File: src/ddb_pkg.sv
package ddb_pkg;
   localparam int CLK_PERIOD_NS = 100;
   localparam int DRIVE_TEST_DELAY_NS = 10;
   localparam int MODE_UPDATE_MIN_NS = 0;
   localparam int MODE_UPDATE_MAX_NS = 12;
   localparam int BANKS = 8;
   localparam int ROW_W = 14;
   localparam int COL_W = 10;
   localparam int AL_MAX = 6;
   localparam int CNT_W = 13;
   // {cs_n, ras_n, cas_n, we_n}
   localparam logic [3:0] CMD_MODE = 4'h0;
   localparam logic [3:0] CMD_REF = 4'h1;
   localparam logic [3:0] CMD_PRE = 4'h2;
   localparam logic [3:0] CMD_ACT = 4'h3;
   localparam logic [3:0] CMD_WR = 4'h4;
   localparam logic [3:0] CMD_RD = 4'h5;
   localparam logic [2:0] BA_MR = 3'h0;
   localparam logic [2:0] BA_EMR1 = 3'h1;
   localparam int MR_BL_LSB = 0;
   localparam int MR_BT_BIT = 3;
   localparam int MR_CL_LSB = 4;
   localparam logic [2:0] BL_FOUR = 3'h2;
   localparam logic [2:0] BL_EIGHT = 3'h3;
   localparam int EMR_RTT_LO = 2;
   localparam int EMR_RTT_HI = 6;
   localparam int EMR_AL_LSB = 3;
   localparam int EMR_OCD_LSB = 7;
   localparam logic [2:0] OCD_EXIT = 3'h0;
   localparam logic [2:0] OCD_DRIVE1 = 3'h1;
   localparam logic [2:0] OCD_DRIVE0 = 3'h2;
   localparam int AP_BIT = 10;
   localparam logic [2:0] CL_RST = 3'h5;
   localparam logic [11:0] OFS_STATUS = 12'h000;
   localparam logic [11:0] OFS_BANK = 12'h004;
   localparam logic [11:0] OFS_ERR = 12'h008;
   localparam logic [11:0] OFS_CTRL = 12'h00C;
   localparam logic [11:0] OFS_LAT = 12'h010;
   localparam int ERR_ACT_OPEN = 0;
   localparam int ERR_COL_CLOSED = 1;
   localparam int ERR_BAD_MODE = 2;
   localparam int ERR_CKE_MOD = 3;
   localparam int ERR_W = 4;
   localparam logic CTRL_CHECK_RST = 1'b1;
endpackage

File: src/ddb_burst_order.sv
`timescale 1ns/1ns
module ddb_burst_order
   import ddb_pkg::*;
(
   input wire logic [2:0] start, // starting column low bits
   input wire logic [2:0] idx, // word index in the burst
   input wire logic len8, // burst of eight
   input wire logic ilv, // interleaved ordering
   output logic [2:0] word // column low bits of this word
);
   logic [1:0] lo_seq;
   always_comb begin
      lo_seq = start[1:0] + idx[1:0];
      if (ilv) begin
         word = len8 ? (start ^ idx) : {start[2], start[1:0] ^ idx[1:0]};
      end else if (len8) begin
         // nibble based: wrap in the starting half, then the other half
         word = {start[2] ^ idx[2], lo_seq};
      end else begin
         word = {start[2], lo_seq};
      end
   end
endmodule

File: src/ddb_dram_cmd.sv
`timescale 1ns/1ns
module ddb_dram_cmd
   import ddb_pkg::*;
#(
   parameter int DRIVE_DELAY_NS = DRIVE_TEST_DELAY_NS,
   parameter int MOD_MIN_NS = MODE_UPDATE_MIN_NS,
   parameter int MOD_MAX_NS = MODE_UPDATE_MAX_NS
)(
   input wire logic SYS_CLK, // system clock
   input wire logic SYS_RST, // async reset, active high
   input wire logic PSEL, // apb select
   input wire logic PENABLE, // apb access phase
   input wire logic PWRITE, // apb direction
   input wire logic [11:0] PADDR, // apb byte address
   input wire logic [31:0] PWDATA, // apb write data
   output logic [31:0] PRDATA, // apb read data
   output logic PREADY, // apb ready
   output logic PSLVERR, // apb error on unmapped address
   input wire logic CS_N, // chip select
   input wire logic RAS_N, // row strobe
   input wire logic CAS_N, // column strobe
   input wire logic WE_N, // write enable
   input wire logic CKE, // clock enable
   input wire logic [2:0] BA, // bank select
   input wire logic [ROW_W-1:0] ADDR, // address pins
   input wire logic TERM_CTRL, // termination control pin
   output logic [2:0] TERM_SW, // termination switch enables
   output logic [15:0] TERM_DQ, // termination on data lines
   output logic [1:0] TERM_STROBE, // upper, lower strobe pairs
   output logic [1:0] TERM_MASK, // upper, lower write masks
   output logic DRV_OE, // drive test: all outputs driven
   output logic DRV_HIGH, // drive test level
   output logic ISSUE_VALID, // internal column issue
   output logic ISSUE_WRITE, // issued command is a write
   output logic ISSUE_AP, // issued with auto precharge
   output logic [2:0] ISSUE_BANK, // issued bank
   output logic [COL_W-1:0] ISSUE_COL, // issued start column
   output logic [ROW_W-1:0] ISSUE_ROW, // open row of issued bank
   output logic BURST_VALID, // burst word strobe
   output logic BURST_WRITE, // burst direction
   output logic [2:0] BURST_COL, // column low bits of word
   output logic [3:0] RD_LAT, // read latency in clocks
   output logic [3:0] WR_LAT // write latency in clocks
);
   function automatic int up_cyc(int ns);
      int c;
      c = (ns + CLK_PERIOD_NS - 1) / CLK_PERIOD_NS;
      return (c < 1) ? 1 : c;
   endfunction
   function automatic int dn_cyc(int ns);
      int c;
      c = ns / CLK_PERIOD_NS;
      return (c < 1) ? 1 : c;
   endfunction
   function automatic logic [2:0] rtt_onehot(logic [1:0] r);
      return (r == 2'h0) ? 3'h0 : (3'h1 << (r - 2'h1));
   endfunction

   localparam int DRV_CYC = up_cyc(DRIVE_DELAY_NS);
   localparam int MOD_MIN_CYC = up_cyc(MOD_MIN_NS);
   localparam int MOD_MAX_CYC = dn_cyc(MOD_MAX_NS) < MOD_MIN_CYC ?
                                MOD_MIN_CYC : dn_cyc(MOD_MAX_NS);
   localparam int DRV_WIN = DRV_CYC + 1;
   localparam logic [CNT_W-1:0] DRV_CNT = CNT_W'(DRV_CYC);
   localparam logic [CNT_W-1:0] MOD_MIN = CNT_W'(MOD_MIN_CYC);
   localparam logic [CNT_W-1:0] MOD_MAX = CNT_W'(MOD_MAX_CYC);

   logic [3:0] cmd;
   logic is_act, is_col, is_pre, is_mr, is_emr1, is_sre, col_ok;
   logic [2:0] driver_calibration, bl_f, al_f;
   logic [1:0] rtt_f;
   assign cmd = {CS_N, RAS_N, CAS_N, WE_N};
   assign is_act = CKE && (cmd == CMD_ACT);
   assign is_col = CKE && ((cmd == CMD_RD) || (cmd == CMD_WR));
   assign is_pre = CKE && (cmd == CMD_PRE);
   assign is_mr = CKE && (cmd == CMD_MODE) && (BA == BA_MR);
   assign is_emr1 = CKE && (cmd == CMD_MODE) && (BA == BA_EMR1);
   assign is_sre = !CKE && (cmd == CMD_REF);
   assign driver_calibration = ADDR[EMR_OCD_LSB +: 3];
   assign bl_f = ADDR[MR_BL_LSB +: 3];
   assign al_f = ADDR[EMR_AL_LSB +: 3];
   assign rtt_f = {ADDR[EMR_RTT_HI], ADDR[EMR_RTT_LO]};

   // mode, termination and drive test state
   logic sr_r, sr_nxt, bl8_r, bl8_nxt, ilv_r, ilv_nxt;
   logic [2:0] cl_r, cl_nxt, al_r, al_nxt, tsw_r, tsw_nxt;
   logic [1:0] rtt_r, rtt_nxt, pend_r, pend_nxt;
   logic mod_busy_r, mod_busy_nxt, ton_r, ton_nxt;
   logic [CNT_W-1:0] mod_cnt_r, mod_cnt_nxt, drv_cnt_r, drv_cnt_nxt;
   logic drv_oe_r, drv_oe_nxt, drv_hi_r, drv_hi_nxt;
   logic drv_tgt_r, drv_tgt_nxt, drv_lvl_r, drv_lvl_nxt;
   logic [BANKS-1:0] open_r, open_nxt;
   logic [ROW_W-1:0] row_r [BANKS];
   logic [ROW_W-1:0] row_nxt [BANKS];
   logic [ERR_W-1:0] err_set;
   logic chk_r;

   always_comb begin
      sr_nxt = sr_r;
      bl8_nxt = bl8_r;
      ilv_nxt = ilv_r;
      cl_nxt = cl_r;
      al_nxt = al_r;
      rtt_nxt = rtt_r;
      pend_nxt = pend_r;
      mod_busy_nxt = mod_busy_r;
      mod_cnt_nxt = mod_cnt_r;
      drv_cnt_nxt = drv_cnt_r;
      drv_oe_nxt = drv_oe_r;
      drv_hi_nxt = drv_hi_r;
      drv_tgt_nxt = drv_tgt_r;
      drv_lvl_nxt = drv_lvl_r;
      open_nxt = open_r;
      row_nxt = row_r;
      err_set = '0;
      if (is_sre) begin
         sr_nxt = 1'b1;
      end else if (CKE) begin
         sr_nxt = 1'b0;
      end
      if (is_mr) begin
         if ((bl_f == BL_FOUR) || (bl_f == BL_EIGHT)) begin
            bl8_nxt = (bl_f == BL_EIGHT);
         end else begin
            err_set[ERR_BAD_MODE] = 1'b1;
         end
         ilv_nxt = ADDR[MR_BT_BIT];
         cl_nxt = ADDR[MR_CL_LSB +: 3];
      end
      if (mod_busy_r) begin
         mod_cnt_nxt = mod_cnt_r + 1'b1;
         if (mod_cnt_r == MOD_MIN) begin
            rtt_nxt = pend_r;
         end
         if (mod_cnt_r >= MOD_MAX) begin
            mod_busy_nxt = 1'b0;
         end
         if (!CKE) begin
            err_set[ERR_CKE_MOD] = 1'b1;
         end
      end
      if (drv_cnt_r != '0) begin
         drv_cnt_nxt = drv_cnt_r + 1'b1;
         if (drv_cnt_r == DRV_CNT) begin
            drv_oe_nxt = drv_tgt_r;
            drv_hi_nxt = drv_lvl_r;
            drv_cnt_nxt = '0;
         end
      end
      if (is_emr1) begin
         if (al_f <= 3'(AL_MAX)) begin
            al_nxt = al_f;
         end else begin
            err_set[ERR_BAD_MODE] = 1'b1;
         end
         if (rtt_f != (mod_busy_r ? pend_r : rtt_r)) begin
            pend_nxt = rtt_f;
            mod_busy_nxt = 1'b1;
            mod_cnt_nxt = CNT_W'(1);
         end
         if ((driver_calibration == OCD_DRIVE1) || (driver_calibration == OCD_DRIVE0) ||
             (driver_calibration == OCD_EXIT && (drv_oe_r || drv_tgt_r))) begin
            drv_tgt_nxt = (driver_calibration != OCD_EXIT);
            drv_lvl_nxt = (driver_calibration == OCD_DRIVE1);
            drv_cnt_nxt = CNT_W'(1);
         end
      end
      if (is_act) begin
         if (open_r[BA]) begin
            err_set[ERR_ACT_OPEN] = 1'b1;
         end
         open_nxt[BA] = 1'b1;
         row_nxt[BA] = ADDR;
      end
      if (is_col && !open_r[BA]) begin
         err_set[ERR_COL_CLOSED] = 1'b1;
      end
      if (is_col && ADDR[AP_BIT] && open_r[BA]) begin
         open_nxt[BA] = 1'b0;
      end
      if (is_pre) begin
         if (ADDR[AP_BIT]) begin
            open_nxt = '0;
         end else begin
            open_nxt[BA] = 1'b0;
         end
      end
      // termination is withheld in self refresh
      ton_nxt = TERM_CTRL && !sr_r && (rtt_r != 2'h0);
      tsw_nxt = (TERM_CTRL && !sr_r) ? rtt_onehot(rtt_r) : 3'h0;
   end

   always_ff @(posedge SYS_CLK or posedge SYS_RST) begin
      if (SYS_RST) begin
         sr_r <= 1'b0;
         bl8_r <= 1'b0;
         ilv_r <= 1'b0;
         cl_r <= CL_RST;
         al_r <= 3'h0;
         rtt_r <= 2'h0;
         pend_r <= 2'h0;
         mod_busy_r <= 1'b0;
         mod_cnt_r <= '0;
         drv_cnt_r <= '0;
         drv_oe_r <= 1'b0;
         drv_hi_r <= 1'b0;
         drv_tgt_r <= 1'b0;
         drv_lvl_r <= 1'b0;
         open_r <= '0;
         for (int i = 0; i < BANKS; i++) begin
            row_r[i] <= '0;
         end
         ton_r <= 1'b0;
         tsw_r <= 3'h0;
      end else begin
         sr_r <= sr_nxt;
         bl8_r <= bl8_nxt;
         ilv_r <= ilv_nxt;
         cl_r <= cl_nxt;
         al_r <= al_nxt;
         rtt_r <= rtt_nxt;
         pend_r <= pend_nxt;
         mod_busy_r <= mod_busy_nxt;
         mod_cnt_r <= mod_cnt_nxt;
         drv_cnt_r <= drv_cnt_nxt;
         drv_oe_r <= drv_oe_nxt;
         drv_hi_r <= drv_hi_nxt;
         drv_tgt_r <= drv_tgt_nxt;
         drv_lvl_r <= drv_lvl_nxt;
         open_r <= open_nxt;
         row_r <= row_nxt;
         ton_r <= ton_nxt;
         tsw_r <= tsw_nxt;
      end
   end

   assign TERM_SW = tsw_r;
   assign TERM_DQ = {16{ton_r}};
   assign TERM_STROBE = {2{ton_r}};
   assign TERM_MASK = {2{ton_r}};
   assign DRV_OE = drv_oe_r;
   assign DRV_HIGH = drv_hi_r;
   assign RD_LAT = {1'b0, al_r} + {1'b0, cl_r};
   assign WR_LAT = RD_LAT - 4'h1;

   // posted column pipe, one stage per clock of additive latency plus one
   logic [AL_MAX:0] pv_r, pv_nxt, pw_r, pw_nxt, pa_r, pa_nxt;
   logic [2:0] pb_r [AL_MAX+1];
   logic [2:0] pb_nxt [AL_MAX+1];
   logic [COL_W-1:0] pc_r [AL_MAX+1];
   logic [COL_W-1:0] pc_nxt [AL_MAX+1];
   logic bval_r, bval_nxt, bwr_r, bwr_nxt, blen8_r, blen8_nxt;
   logic bilv_r, bilv_nxt;
   logic [2:0] bidx_r, bidx_nxt, bst_r, bst_nxt, bcol_r, word;
   logic [2:0] ord_st, ord_idx;
   logic ord_len8, ord_ilv;

   // a closed bank is refused so that no stray data burst starts
   assign col_ok = is_col && open_r[BA];

   always_comb begin
      pv_nxt = {pv_r[AL_MAX-1:0], col_ok};
      pw_nxt = {pw_r[AL_MAX-1:0], (cmd == CMD_WR)};
      pa_nxt = {pa_r[AL_MAX-1:0], ADDR[AP_BIT]};
      pb_nxt[0] = BA;
      pc_nxt[0] = ADDR[COL_W-1:0];
      for (int i = 1; i <= AL_MAX; i++) begin
         pb_nxt[i] = pb_r[i-1];
         pc_nxt[i] = pc_r[i-1];
      end
      // a new issue restarts the burst: seamless or interrupting
      ord_st = ISSUE_VALID ? ISSUE_COL[2:0] : bst_r;
      ord_idx = ISSUE_VALID ? 3'h0 : bidx_r + 3'h1;
      ord_len8 = ISSUE_VALID ? bl8_r : blen8_r;
      ord_ilv = ISSUE_VALID ? ilv_r : bilv_r;
      bst_nxt = ord_st;
      bidx_nxt = ord_idx;
      blen8_nxt = ord_len8;
      bilv_nxt = ord_ilv;
      bwr_nxt = ISSUE_VALID ? ISSUE_WRITE : bwr_r;
      // nothing stops a burst early except the next issue
      bval_nxt = ISSUE_VALID ||
                 (bval_r && (bidx_r != (blen8_r ? 3'h7 : 3'h3)));
   end

   ddb_burst_order u_order (
      .start(ord_st),
      .idx(ord_idx),
      .len8(ord_len8),
      .ilv(ord_ilv),
      .word(word)
   );

   always_ff @(posedge SYS_CLK or posedge SYS_RST) begin
      if (SYS_RST) begin
         pv_r <= '0;
         pw_r <= '0;
         pa_r <= '0;
         for (int i = 0; i <= AL_MAX; i++) begin
            pb_r[i] <= 3'h0;
            pc_r[i] <= '0;
         end
         bval_r <= 1'b0;
         bwr_r <= 1'b0;
         blen8_r <= 1'b0;
         bilv_r <= 1'b0;
         bidx_r <= 3'h0;
         bst_r <= 3'h0;
         bcol_r <= 3'h0;
      end else begin
         pv_r <= pv_nxt;
         pw_r <= pw_nxt;
         pa_r <= pa_nxt;
         pb_r <= pb_nxt;
         pc_r <= pc_nxt;
         bval_r <= bval_nxt;
         bwr_r <= bwr_nxt;
         blen8_r <= blen8_nxt;
         bilv_r <= bilv_nxt;
         bidx_r <= bidx_nxt;
         bst_r <= bst_nxt;
         bcol_r <= word;
      end
   end

   assign ISSUE_VALID = pv_r[al_r];
   assign ISSUE_WRITE = pw_r[al_r];
   assign ISSUE_AP = pa_r[al_r];
   assign ISSUE_BANK = pb_r[al_r];
   assign ISSUE_COL = pc_r[al_r];
   assign ISSUE_ROW = row_r[pb_r[al_r]];
   assign BURST_VALID = bval_r;
   assign BURST_WRITE = bwr_r;
   assign BURST_COL = bcol_r;

   // apb slave, zero wait states
   logic [ERR_W-1:0] err_r, err_nxt;
   logic chk_nxt, wr_en, mapped;
   assign wr_en = PSEL && PENABLE && PWRITE;
   assign mapped = (PADDR == OFS_STATUS) || (PADDR == OFS_BANK) ||
                   (PADDR == OFS_ERR) || (PADDR == OFS_CTRL) ||
                   (PADDR == OFS_LAT);
   assign PREADY = 1'b1;
   assign PSLVERR = PSEL && PENABLE && !mapped;

   always_comb begin
      chk_nxt = chk_r;
      err_nxt = err_r;
      if (wr_en && (PADDR == OFS_CTRL)) begin
         chk_nxt = PWDATA[0];
      end
      if (wr_en && (PADDR == OFS_ERR)) begin
         err_nxt = err_r & ~PWDATA[ERR_W-1:0];
      end
      // a new error in the clearing cycle survives the clear
      err_nxt = err_nxt | (err_set & {ERR_W{chk_r}});
      unique case (PADDR)
         OFS_STATUS: PRDATA = {18'h0, mod_busy_r, drv_hi_r, drv_oe_r, sr_r,
                               rtt_r, al_r, cl_r, ilv_r, bl8_r};
         OFS_BANK: PRDATA = {24'h0, open_r};
         OFS_ERR: PRDATA = {28'h0, err_r};
         OFS_CTRL: PRDATA = {31'h0, chk_r};
         OFS_LAT: PRDATA = {24'h0, WR_LAT, RD_LAT};
         default: PRDATA = 32'h0;
      endcase
   end

   always_ff @(posedge SYS_CLK or posedge SYS_RST) begin
      if (SYS_RST) begin
         chk_r <= CTRL_CHECK_RST;
         err_r <= '0;
      end else begin
         chk_r <= chk_nxt;
         err_r <= err_nxt;
      end
   end

   property p_drive_on;
      @(posedge SYS_CLK) disable iff (SYS_RST)
      is_emr1 && ((driver_calibration == OCD_DRIVE1) || (driver_calibration == OCD_DRIVE0))
      |-> ##[1:DRV_WIN] DRV_OE;
   endproperty
   a_drive_on: assert property (p_drive_on)
      else $error("drive test outputs not enabled in time");
   property p_sr_term;
      @(posedge SYS_CLK) disable iff (SYS_RST)
      sr_r |=> (TERM_SW == 3'h0) && (TERM_DQ == 16'h0);
   endproperty
   a_sr_term: assert property (p_sr_term)
      else $error("termination active in self refresh");
   property p_one_sw;
      @(posedge SYS_CLK) disable iff (SYS_RST)
      TERM_CTRL && !sr_r && (rtt_r != 2'h0) |=> $onehot(TERM_SW);
   endproperty
   a_one_sw: assert property (p_one_sw)
      else $error("termination switch not exactly one");
   property p_x16;
      @(posedge SYS_CLK) disable iff (SYS_RST)
      TERM_CTRL && !sr_r && (rtt_r != 2'h0)
      |=> (TERM_DQ == 16'hFFFF) && (TERM_STROBE == 2'h3) &&
          (TERM_MASK == 2'h3);
   endproperty
   a_x16: assert property (p_x16)
      else $error("not all x16 lines terminated");
   property p_cke_mod;
      @(posedge SYS_CLK) disable iff (SYS_RST)
      mod_busy_r && !CKE && chk_r |=> err_r[ERR_CKE_MOD];
   endproperty
   a_cke_mod: assert property (p_cke_mod)
      else $error("cke low in update window not flagged");
   property p_act;
      @(posedge SYS_CLK) disable iff (SYS_RST)
      is_act |=> open_r[$past(BA)] && (row_r[$past(BA)] == $past(ADDR));
   endproperty
   a_act: assert property (p_act)
      else $error("activate did not open bank with row");
   property p_posted;
      @(posedge SYS_CLK) disable iff (SYS_RST)
      col_ok && (al_r == 3'h6) |-> ##7 ISSUE_VALID;
   endproperty
   a_posted: assert property (p_posted)
      else $error("posted command not issued after latency");
   property p_wl;
      @(posedge SYS_CLK) disable iff (SYS_RST)
      is_emr1 && (al_f == 3'h2) |=> (RD_LAT == cl_r + 4'h2) &&
                                    (WR_LAT == cl_r + 4'h1);
   endproperty
   a_wl: assert property (p_wl)
      else $error("latency sum wrong");
   property p_bl4;
      @(posedge SYS_CLK) disable iff (SYS_RST)
      ISSUE_VALID && !bl8_r ##1 !ISSUE_VALID [*4] |=> !BURST_VALID;
   endproperty
   a_bl4: assert property (p_bl4)
      else $error("burst of four wrong length");
   property p_first;
      @(posedge SYS_CLK) disable iff (SYS_RST)
      ISSUE_VALID |=> BURST_VALID && (BURST_COL == $past(ISSUE_COL[2:0]));
   endproperty
   a_first: assert property (p_first)
      else $error("burst does not start at start column");
endmodule

File: config.mk
export PLATFORM = sky130hd
export DESIGN_NAME = ddb_dram_cmd
export DESIGN_NICKNAME = d
export VERILOG_FILES = /design/src/ddb_pkg.sv /design/src/ddb_burst_order.sv /design/src/ddb_dram_cmd.sv
export SDC_FILE = /design/constraint.sdc
export NUM_CORES = 1
export LEC_CHECK = 0
export ABC_AREA = 1
export ABC_CLOCK_PERIOD_IN_PS = 25900
export BUFFER_PORTS_ARGS = -buffer_cell sky130_fd_sc_hd__buf_2
export CAP_MARGIN = 30
export CORE_ASPECT_RATIO = 1.4
export CORE_MARGIN = 3
export CORE_UTILIZATION = 34
export CTS_BUF_LIST = sky130_fd_sc_hd__clkbuf_16
export DETAILED_ROUTE_END_ITERATION = 6
export PLACE_DENSITY_LB_ADDON = 0.12
export SETUP_SLACK_MARGIN = 0.2
export SYNTH_ARGS = -nofsm -noshare
export SYNTH_HDL_FRONTEND = slang
export SYNTH_HIERARCHICAL = 1
export SYNTH_SLANG_ARGS = --single-unit
File: constraint.sdc
create_clock -name SYS_CLK -period 25.9 [get_ports SYS_CLK]
set_clock_uncertainty 0.1 [all_clocks]
set_input_delay 5.18 -clock SYS_CLK [delete_from_list [all_inputs] [get_ports SYS_CLK]]
set_output_delay 5.18 -clock SYS_CLK [all_outputs]
set_load 0.02 [all_outputs]
==> results by group, run 1 <==
Pwr
  • Pleak: 7.87 nW
  • Worst vdd ir: 40.3 uV
  • Logic gate share of total power: 18.4%
  • Sw Share: 30.5%
  • Sequential share of power: 43.9%
  • Internal power: 0.000851 W
  • Clock power frac: 37.8%
  • Power per cell area: 77.5 mW/mm^2
  • Switch Pwr: 0.000374 W

Setup path
  • Critical Path Slowest Stage Cell: nand2_1
  • Crit-path most repeated cell: buf_2
  • CP Capture Type: primary output
  • R2r setup slk: 23,060 ps
  • Critical path, cell by cell: buf_2 > inv_1 > nand4_1 > nor2_1 > nand2_1 > o2111ai_1 > buf_2
  • Crit path max-delay family: simple AND/OR/NAND/NOR gates
  • CP bufs+invs: 3
  • Slowest stage delay, CP: 440 ps
  • Critical path startpoint category: primary input
  • Worst Path Arrival: 6990 ps
  • Critical Path RT: 20,620 ps
  • Setup CP Type: in -> out
  • Crit Path Max Fanout: 13

Floorplan
  • Die X: 176 um
  • I/O Pins: 174
  • Core area: 0.0397 mm^2
  • Die footprint: 0.0431 mm^2
  • Initial Util: 34.8%
  • Die Y: 245 um
  • Row cnt: 86

Timing
  • Tightest Pin Transition: 1070 ps
  • Final slew viol count: 0
  • Setup violators final: 0
  • Setup ws final: 13,630 ps
  • Final min period: 12,270 ps
  • Final Cycle Share: 47.4%
  • Slew margin rel.: 28.7%
  • Final TNS setup: 0 ps
  • Hold Fails Final Rpt: 0
  • RSZ-0062 raised after global routing: no
  • Fmax: 81.5 MHz

Detailed routing
  • Met3 wire length: 1460 um
  • Top Metal Used: met4
  • Drt first pass iters: 5
  • Vias per inst: 4.73
  • DR vias: 10,900
  • Drt total wl: 37,500 um
  • DRC: 0
  • DR iter-0 viols: 739
  • Met2 WL: 18,400 um
  • Antenna Violating Nets Remaining: 0
  • M1 WL: 16,500 um
  • Routed length per instance: 16.2 um

Place
  • Placed instance area: 0.0147 mm^2
  • HPWL Detailed: 24,100 um
  • Pre-CTS setup slack: 13,610 ps
  • # port buffers: 126
  • Gp weighted congestion: 0.865

Hold path
  • Hold Crit Class: reg -> reg

Global routing
  • Initial antenna violation count: 0
  • Pin count of the biggest net entering global routing: 179
  • GRT Util Overall: 17.5%
  • Remaining global-route overflow: 0
  • Vias in the first global route: 10,800
  • First-pass GRT wire length: 60,500 um

Finish
  • Area grow syn2layout: 14.3%
  • Share of cells above drive strength 1: 11.8%
  • Final Instance Area: 0.0158 mm^2
  • Final Util: 39.8%
  • Net count, final: 1,846
  • ANT cells: 0

Clock tree
  • Sink Count: 298
  • Clk Latency, worst-skew pair: 520 ps
  • CTS tree: built
  • Htree depth: 2
  • Clock slew at reported path FFs: 60 ps
  • Root Buffer: clkbuf_16
  • CTS Buffer Depth: 3
  • TritonCTS buffer count: 34
  • Setup bufs post-CTS: 0
  • Post-CTS sizing: 0
  • Post-CTS Hold Fix Bufs: 0

Logic synthesis
  • Synth Flop Type: dfrtp_1
  • Cell area after synthesis: 0.0138 mm^2
  • Yosys warnings: 6
  • Sequential area share after synthesis: 54.0%
  • Synth async-reset ratio: 100%
  • Number of enable flip-flop cells after synthesis: 0
  • Number of synthesized register bits: 298
  • Syn Area/Cell: 8.23 um^2
  • Post-synthesis cell count: 1,679
  • Yosys cell types: 40

Outcome
  • Outcome: completed

Run
  • Max Cap Viol: 0
## state kept, by name (all words and copies together) (netlist names), 4 cells and up
register,cells
drv_cnt_r,13
err_r,4
mod_cnt_r,13
open_r,8
pa_r,7
pb_nxt,18
pc_nxt,60
pc_r,10
pv_r,7
pw_r,7
row_r,112
## cell usage in the layout, fill, tap and decap left out, drive strengths merged
master,synthesis,final
nor4,4,4
or2,3,3
and3,1,1
nand2,409,409
o221ai,2,2
a21oi,31,31
dfrtp,295,295
inv,222,230
ha,11,11
nand4,8,8
xnor2,5,5
nor3,20,20
o22ai,15,15
o211ai,6,6
nor3b,2,2
xor2,13,13
dfstp,3,3
bufinv,0,3
clkbuf,21,34
o31ai,3,3
a21o,1,1
conb,2,19
clkinv,2,16
nor2,139,139
nand3,167,167
buf,92,143
a211oi,1,1
o2111ai,2,2
fa,1,1
o21ai,189,189
a31oi,9,9
## layout make-up
| class | count | area [um^2] |
|---|---|---|
| Inverter | 224 | 848 |
| Tap cell | 528 | 661 |
| Multi-Input combinational cell | 1061 | 4910 |
| Sequential cell | 298 | 7460 |
| Clock buffer | 34 | 851 |
| Timing Repair Buffer | 143 | 866 |
| Fill cell | 4087 | 23900 |
| Clock inverter | 25 | 203 |
## worst paths after layout
| path | start | end | cells past startpoint |
|---|---|---|---|
| setup / recovery | PADDR[10] | PRDATA[1] | 7 |
| hold / removal | pa_r[1]$_DFF_PP0_ | pa_r[2]$_DFF_PP0_ | 0 |
| setup reg to reg | al_r[0]$_DFFE_PP0P_ | BURST_COL[1]$_DFF_PP0_ | 14 |
| hold reg to reg | pa_r[1]$_DFF_PP0_ | pa_r[2]$_DFF_PP0_ | 0 |
| max in group asynchronous | SYS_RST | row_r[99]$_DFFE_PP0P_ | 4 |
| min in group asynchronous | SYS_RST | pc_nxt[7]$_DFF_PP0_ | 2 |
## per-layer routing
| metal | vias to the layer above | GRT usage [%] |
|---|---|---|
| met5 | - | 0 |
| li1 | 5443 | - |
| met1 | 5234 | 22.7 |
| met3 | 61 | 2.55 |
| met4 | 0 | 5.64 |
| met2 | 193 | 30.1 |
## logic make-up (layout without fill, tap and decap cells)
kind of cell	Yosys count	after routing	share of synthesized area, %
compound gates	259	259	9.90
other cells	2	19	0.0543
fa+ha+maj	12	12	1.14
buf+inv	337	426	11.0
xor+xnor	18	18	1.14
simple gates	753	753	22.8
flops	298	298	54.0
## through the flow
| step | hold WS, ps | power (W) | std cells |
|---|---|---|---|
| after floorplan | 247 | 0.000707 | 1696 |
| after global placement | 249 | 0.000771 | 2248 |
| after detailed placement | 256 | 0.000774 | 2253 |
| after CTS | 264 | 0.00125 | 2312 |
| after global routing | 275 | 0.00130 | 2313 |
| final | 266 | 0.00122 | 2313 |
## synth_stat cells, drive strengths merged, types with 4 or more instances
| cell | n | area (um^2) |
|---|---|---|
| o22ai | 15 | 93.8 |
| o211ai | 6 | 45.0 |
| nor4 | 4 | 25.0 |
| nor2 | 139 | 524 |
| clkbuf | 21 | 78.8 |
| a21oi | 31 | 155 |
| dfrtp | 295 | 7380 |
| buf | 92 | 601 |
| ha | 11 | 138 |
| inv | 222 | 833 |
| o21ai | 189 | 946 |
| nand3 | 167 | 841 |
| xor2 | 13 | 114 |
| nor3 | 20 | 125 |
| nand4 | 8 | 50.1 |
| xnor2 | 5 | 43.8 |
| a31oi | 9 | 56.3 |
| nand2 | 409 | 1550 |
## power by group through the flow
stage | Clock (W) | Sequential, W | Combinational, W
finish | 0.000462 | 0.000537 | 0.000225
global route | 0.000497 | 0.000543 | 0.000258
CTS | 0.000479 | 0.000537 | 0.000230
detailed placement | 0 | 0.000545 | 0.000229
global placement | 0 | 0.000544 | 0.000227
floorplan | 0 | 0.000543 | 0.000164
Power figures use the tool's default switching activity.
==> run 2: changes to the inputs <==
--- a/config.mk
+++ b/config.mk
@@ -6,7 +6,7 @@
 export NUM_CORES = 1
 export LEC_CHECK = 0
 export ABC_AREA = 1
-export ABC_CLOCK_PERIOD_IN_PS = 25900
+export ABC_CLOCK_PERIOD_IN_PS = 10300
 export BUFFER_PORTS_ARGS = -buffer_cell sky130_fd_sc_hd__buf_2
 export CAP_MARGIN = 30
 export CORE_ASPECT_RATIO = 1.4
==> constraint.sdc (replaced) <==
create_clock -name SYS_CLK -period 10.3 [get_ports SYS_CLK]
set_clock_uncertainty 0.1 [all_clocks]
set_input_delay 2.06 -clock SYS_CLK [delete_from_list [all_inputs] [get_ports SYS_CLK]]
set_output_delay 2.06 -clock SYS_CLK [all_outputs]
set_load 0.02 [all_outputs]
==> results by group, run 2 (same netlist as run 1, synthesis figures left out) <==
Outcome
  • Outcome: completed

Pwr
  • Worst vdd ir: 112 uV (+180%)
  • Pwr Total: 0.00299 W (+140%)
  • Pleak: 7.83 nW (-0.47%)
  • Logic gate share of total power: 18.9% (+0.5 points)
  • Sw Share: 30.7% (+0.22 points)
  • Power per cell area: 191 mW/mm^2 (+150%)
  • Switch Pwr: 0.000920 W (+150%)
  • Internal power: 0.00207 W (+140%)
  • Sequential share of power: 45.1% (+1.2 points)
  • Clock power frac: 36.0% (-1.8 points)

Global routing
  • Remaining global-route overflow: 0 (unchanged)
  • Vias in the first global route: 10,700 (-0.98%)
  • Initial antenna violation count: 1 (+1)
  • First-pass GRT wire length: 59,800 um (-1.1%)
  • Pin count of the biggest net entering global routing: 170 (-5.0%)
  • GRT Util Overall: 17.4% (-0.14 points)

Detailed routing
  • DR vias: 10,900 (-0.61%)
  • Antenna Violating Nets Remaining: 0 (unchanged)
  • DRC: 0 (unchanged)
  • DR iter-0 viols: 681 (-7.8%)
  • Routed length per instance: 16.1 um (-0.49%)
  • Drt first pass iters: 6 (+1)
  • Drt total wl: 37,300 um (-0.53%)
  • Vias per inst: 4.70 (-0.57%)

Floorplan
  • Initial Util: 34.8% (unchanged)
  • Row cnt: 86 (unchanged)
  • Core area: 0.0397 mm^2 (unchanged)
  • I/O Pins: 174 (unchanged)
  • Die footprint: 0.0431 mm^2 (unchanged)
  • Die Y: 245 um (unchanged)
  • Die X: 176 um (unchanged)

Timing
  • Setup violators final: 0 (unchanged)
  • Tightest Pin Transition: 996 ps (-72.5 ps)
  • Final min period: 6380 ps
  • WHS: 258 ps (-8.74 ps)
  • RSZ-0062 raised after global routing: no
  • Final TNS setup: 0 ps (unchanged)
  • Final Cycle Share: 61.9%
  • Final slew viol count: 0 (unchanged)
  • Fmax: 157 MHz
  • Slew margin rel.: 33.6% (+4.8 points)
  • Hold Fails Final Rpt: 0 (unchanged)

Finish
  • Net count, final: 1,847 (+0.054%)
  • Non-filler cells, final: 2,312 (-0.043%)
  • Most frequent cells in the layout: nand2_1 (404), dfrtp_1 (295), inv_1 (223)
  • Final Util: 39.5% (-0.27 points)
  • Most flops, register: row_r
  • Register Area: 0.00746 mm^2 (unchanged)
  • Area of the multi-input gates: 0.00491 mm^2 (unchanged)
  • Fill cell count: 4,152 (+1.6%)
  • Largest register FFs: 112 (unchanged)
  • Share of cells above drive strength 1: 11.8% (-0.043 points)
  • Most common cell after layout, fill and taps aside: nand2_1
  • Area grow syn2layout: 13.5%

Setup path
  • CP Capture Type: primary output
  • Critical path, cell by cell: inv_2 > nand3_1 > nand2_1 > inv_1 > nand2_2 > buf_4 > nand2_2 > buf_4 > nand2_1 > nand3_1 > nand2_1 > nand2_1 > nand2_1 > buf_2
  • Worst Path Arrival: 4220 ps (-2770 ps)
  • Crit path max-delay family: buffers and inverters
  • Critical Path Slowest Stage Cell: inv_2
  • Setup CP Type: reg -> out
  • Crit-path most repeated cell: nand2_1
  • Critical path startpoint category: flop
  • CP bufs+invs: 5 (+2)
  • Slowest stage delay, CP: 670 ps (+230 ps)
  • Crit Path Max Fanout: 57 (+44)
  • Critical Path RT: 8140 ps (-12,480 ps)

Place
  • # port buffers: 126 (unchanged)
  • HPWL Detailed: 24,000 um (-0.32%)
  • Gp weighted congestion: 0.863 (-0.18%)
  • Placed cell count: 2,255 (+0.089%)

Clock tree
  • Post-CTS Hold Fix Bufs: 0 (unchanged)
  • Htree depth: 2 (unchanged)
  • Sink Count: 298 (unchanged)
  • Clk Latency, worst-skew pair: 510 ps (about the same)
  • Setup bufs post-CTS: 0 (unchanged)
  • Post-CTS sizing: 0 (unchanged)
  • TritonCTS buffer count: 34 (unchanged)
  • Clock slew at reported path FFs: 60 ps (about the same)
  • CTS Buffer Depth: 3 (unchanged)
  • CTS tree: built
  • Root Buffer: clkbuf_16

Hold path
  • Hold Crit Class: reg -> reg

Run
  • Max Cap Viol: 0 (unchanged)
[run 2: path summary, 6_finish.rpt]
path | start | endpoint | slack (ps) | cells past startpoint
max reg2reg | al_r[1]$_DFFE_PP0P_ | BURST_COL[1]$_DFF_PP0_ | 7160 | 15
max | al_r[0]$_DFFE_PP0P_ | ISSUE_ROW[10] | 3920 | 14
min in group asynchronous | SYS_RST | pc_nxt[56]$_DFF_PP0_ | 1680 | 3
min reg2reg | pv_r[1]$_DFF_PP0_ | pv_r[2]$_DFF_PP0_ | 260 | 0
max in group asynchronous | SYS_RST | pc_nxt[1]$_DFF_PP0_ | 6900 | 4
min | pv_r[1]$_DFF_PP0_ | pv_r[2]$_DFF_PP0_ | 260 | 0
[run 2: power by group through the flow]
| stage | Clock [W] | Combinational [W] | Sequential, W |
|---|---|---|---|
| floorplan | 0 | 0.000414 | 0.00136 |
| CTS | 0.00112 | 0.000577 | 0.00135 |
| finish | 0.00108 | 0.000565 | 0.00135 |
| global placement | 0 | 0.000568 | 0.00137 |
| global route | 0.00117 | 0.000650 | 0.00136 |
| detailed placement | 0 | 0.000575 | 0.00137 |
[run 2: cell type report]
class | count | share of cell area, %
diodes | 1 | 0.0160
clock buffers | 35 | 5.58
clock inverters | 21 | 0.574
inverters | 224 | 5.38
multi-input cells | 1061 | 31.3
flip-flops and latches | 298 | 47.6
well taps | 528 | 4.21
repair buffers | 144 | 5.39
[run 2: worst reg2reg max path: cells and delay by family (launching register included)]
family | cells | cell delay [ps]
DFF | 1 | 320
buffers and inverters | 5 | 930
adders and majority gates | 1 | 180
AOI/OAI and AO/OA | 1 | 130
and+or+nand+nor | 8 | 1360
[run 2: per-layer routing]
| layer | track usage, % | share of wire [%] |
|---|---|---|
| met5 | 0 | 0 |
| met4 | 5.23 | 2.7 |
| met3 | 2.36 | 3.5 |
| met2 | 29.7 | 49 |
| met1 | 22.9 | 45 |
[run 2: metrics by stage]
step	setup WS [ps]	cell area, um^2
after global placement	4190	14600
after floorplan	4180	13900
after CTS	3810	15700
after detailed placement	4230	14700
final	3920	15700
after global routing	3570	15700
==> run 3: changes to the inputs <==
--- a/config.mk
+++ b/config.mk
@@ -6,7 +6,7 @@
 export NUM_CORES = 1
 export LEC_CHECK = 0
 export ABC_AREA = 1
-export ABC_CLOCK_PERIOD_IN_PS = 10300
+export ABC_CLOCK_PERIOD_IN_PS = 5130
 export BUFFER_PORTS_ARGS = -buffer_cell sky130_fd_sc_hd__buf_2
 export CAP_MARGIN = 30
 export CORE_ASPECT_RATIO = 1.4
==> constraint.sdc (replaced) <==
create_clock -name SYS_CLK -period 5.13 [get_ports SYS_CLK]
set_clock_uncertainty 0.1 [all_clocks]
set_input_delay 1.026 -clock SYS_CLK [delete_from_list [all_inputs] [get_ports SYS_CLK]]
set_output_delay 1.026 -clock SYS_CLK [all_outputs]
set_load 0.02 [all_outputs]
==> results by group, run 3 (same netlist as run 1, synthesis figures left out) <==
Timing
  • Tightest Pin Transition: 778 ps (-219 ps)
  • Final min period: 4280 ps
  • Final Cycle Share: 83.4%
  • WHS: 265 ps (+7.44 ps)
  • Setup violators final: 0 (unchanged)
  • Fmax: 234 MHz
  • Final TNS setup: 0 ps (unchanged)
  • Slew margin rel.: 48.0% (+14 points)
  • Final slew viol count: 0 (unchanged)
  • Setup ws final: 849 ps (-3070 ps)
  • RSZ-0062 raised after global routing: no
  • Hold Fails Final Rpt: 0 (unchanged)

Finish
  • Net count, final: 1,856 (+0.49%)
  • Share of cells above drive strength 1: 12.6% (+0.79 points)
  • ANT cells: 0 (-1)
  • Most flops, register: row_r
  • Area grow syn2layout: 15.3%
  • Largest register FFs: 112 (unchanged)
  • Most frequent cells in the layout: nand2_1 (404), dfrtp_1 (295), inv_1 (220)
  • Most common cell after layout, fill and taps aside: nand2_1
  • Final Util: 40.2% (+0.64 points)
  • Final Instance Area: 0.0159 mm^2 (+1.6%)

Detailed routing
  • Routed length per instance: 16.2 um (+0.61%)
  • DR vias: 11,000 (+1.5%)
  • DR iter-0 viols: 674 (-1.0%)
  • Drt first pass iters: 7 (+1)
  • Antenna Violating Nets Remaining: 0 (unchanged)
  • Drt total wl: 37,700 um (+1.2%)
  • DRC: 0 (unchanged)
  • Vias per inst: 4.74 (+0.85%)

Clock tree
  • Clk Latency, worst-skew pair: 510 ps (about the same)
  • TritonCTS buffer count: 35 (+2.9%)
  • Clock slew at reported path FFs: 60 ps (about the same)
  • Post-CTS Hold Fix Bufs: 0 (unchanged)
  • Post-CTS sizing: 0 (unchanged)
  • Htree depth: 2 (unchanged)
  • CTS Buffer Depth: 3 (unchanged)
  • Sink Count: 298 (unchanged)
  • Setup bufs post-CTS: 0 (unchanged)
  • CTS tree: built
  • Root Buffer: clkbuf_16

Setup path
  • Setup CP Type: reg -> out
  • R2r setup slk: 2300 ps (-4860 ps)
  • Critical Path RT: 4000 ps (-4140 ps)
  • CP Capture Type: primary output
  • FF-to-FF End: BURST_COL[1]$_DFF_PP0_
  • Worst Path Arrival: 3150 ps (-1070 ps)
  • R2R cell count: 15 (unchanged)
  • RR Startpoint: al_r[0]$_DFFE_PP0P_
  • Critical path startpoint category: flop
  • Crit Path Max Fanout: 33 (-42%)

Floorplan
  • Die footprint: 0.0431 mm^2 (unchanged)
  • Core area: 0.0397 mm^2 (unchanged)
  • Die Y: 245 um (unchanged)
  • Row cnt: 86 (unchanged)
  • Initial Util: 34.8% (unchanged)
  • I/O Pins: 174 (unchanged)
  • Die X: 176 um (unchanged)

Global routing
  • First-pass GRT wire length: 60,900 um (+1.7%)
  • Pin count of the biggest net entering global routing: 109 (-36%)
  • Initial antenna violation count: 0 (-1)
  • GRT Util Overall: 17.6% (+0.28 points)
  • Vias in the first global route: 11,000 (+2.3%)
  • Remaining global-route overflow: 0 (unchanged)

Place
  • # port buffers: 126 (unchanged)
  • Pre-CTS setup slack: 1090 ps (-3140 ps)
  • Placed instance area: 0.0148 mm^2 (+0.58%)
  • HPWL Detailed: 25,100 um (+4.3%)
  • Gp weighted congestion: 0.863 (about the same)

Hold path
  • Hold Crit Start: pb_nxt[5]$_DFF_PP0_
  • Hold Crit Class: reg -> reg
  • Worst Hold End: pb_nxt[2]$_DFF_PP0_
  • Hold path depth: 0 (unchanged)

Outcome
  • Outcome: completed

Pwr
  • Power per cell area: 398 mW/mm^2 (+110%)
  • Worst vdd ir: 218 uV (+95%)
  • Pleak: 7.96 nW (+1.6%)

Run
  • Max Cap Viol: 0 (unchanged)
-- run 3: cell types whose count changed in the layout (fill, tap and decap cells not counted) --
cell,before,now
clkinv_2,5,8
diode_2,1,0
buf_8,1,0
bufinv_16,0,4
inv_6,1,0
clkinv_1,8,10
buf_16,3,4
buf_12,1,2
inv_1,223,220
buf_4,13,20
clkbuf_16,35,37
-- run 3: final cells by class --
class,instances,area (um^2)
repair buffers,152,931
clock inverters,26,213
well taps,528,661
multi-input cells,1061,4910
flip-flops and latches,298,7460
inverters,224,845
fillers,4114,23800
clock buffers,37,926
-- run 3: routing by layer --
metal	track usage, %	share of wire (%)	vias up
li1	-	-	5475
met4	6.06	3.2	0
met5	0	0	-
met2	30.6	50	193
met3	2.25	3.4	66
met1	22.7	44	5289
-- run 3: where the power goes --
| group | internal (W) | switching (W) |
|---|---|---|
| clock network | 0.00150 | 0.000992 |
| registers | 0.00258 | 0.000135 |
| logic | 0.000366 | 0.000777 |
-- run 3: metrics by stage --
| stage | cells | total power (W) |
|---|---|---|
| 6_report | 2326 | 0.00635 |
| 3_5_place_dp | 2263 | 0.00392 |
| 5_1_grt | 2326 | 0.00671 |
| 4_1_cts | 2326 | 0.00645 |
| 3_3_place_gp | 2259 | 0.00390 |
| 2_1_floorplan | 1696 | 0.00357 |
-- run 3: worst max-delay path by stage --
stage,from,end,depth (start not counted)
floorplan,SYS_RST,BURST_COL[0]$_DFF_PP0_,1
global placement,PADDR[8],PRDATA[1],7
detailed placement,PADDR[8],PRDATA[1],7
CTS,al_r[0]$_DFFE_PP0P_,ISSUE_ROW[13],13
global route,al_r[0]$_DFFE_PP0P_,ISSUE_ROW[0],13
finish,al_r[0]$_DFFE_PP0P_,ISSUE_ROW[13],13
-- run 3: worst max-delay path: stages, from the launching register on --
cell and delay (ps):
dfrtp_1 340, buf_4 260, inv_2 180, or2_0 230, nand2_1 70, nand2_2 70, nand2_2 570, buf_4 360
nand2_1 70, nand3_1 70, nand2_1 60, nand2_1 60, nand2_1 100, buf_2 170
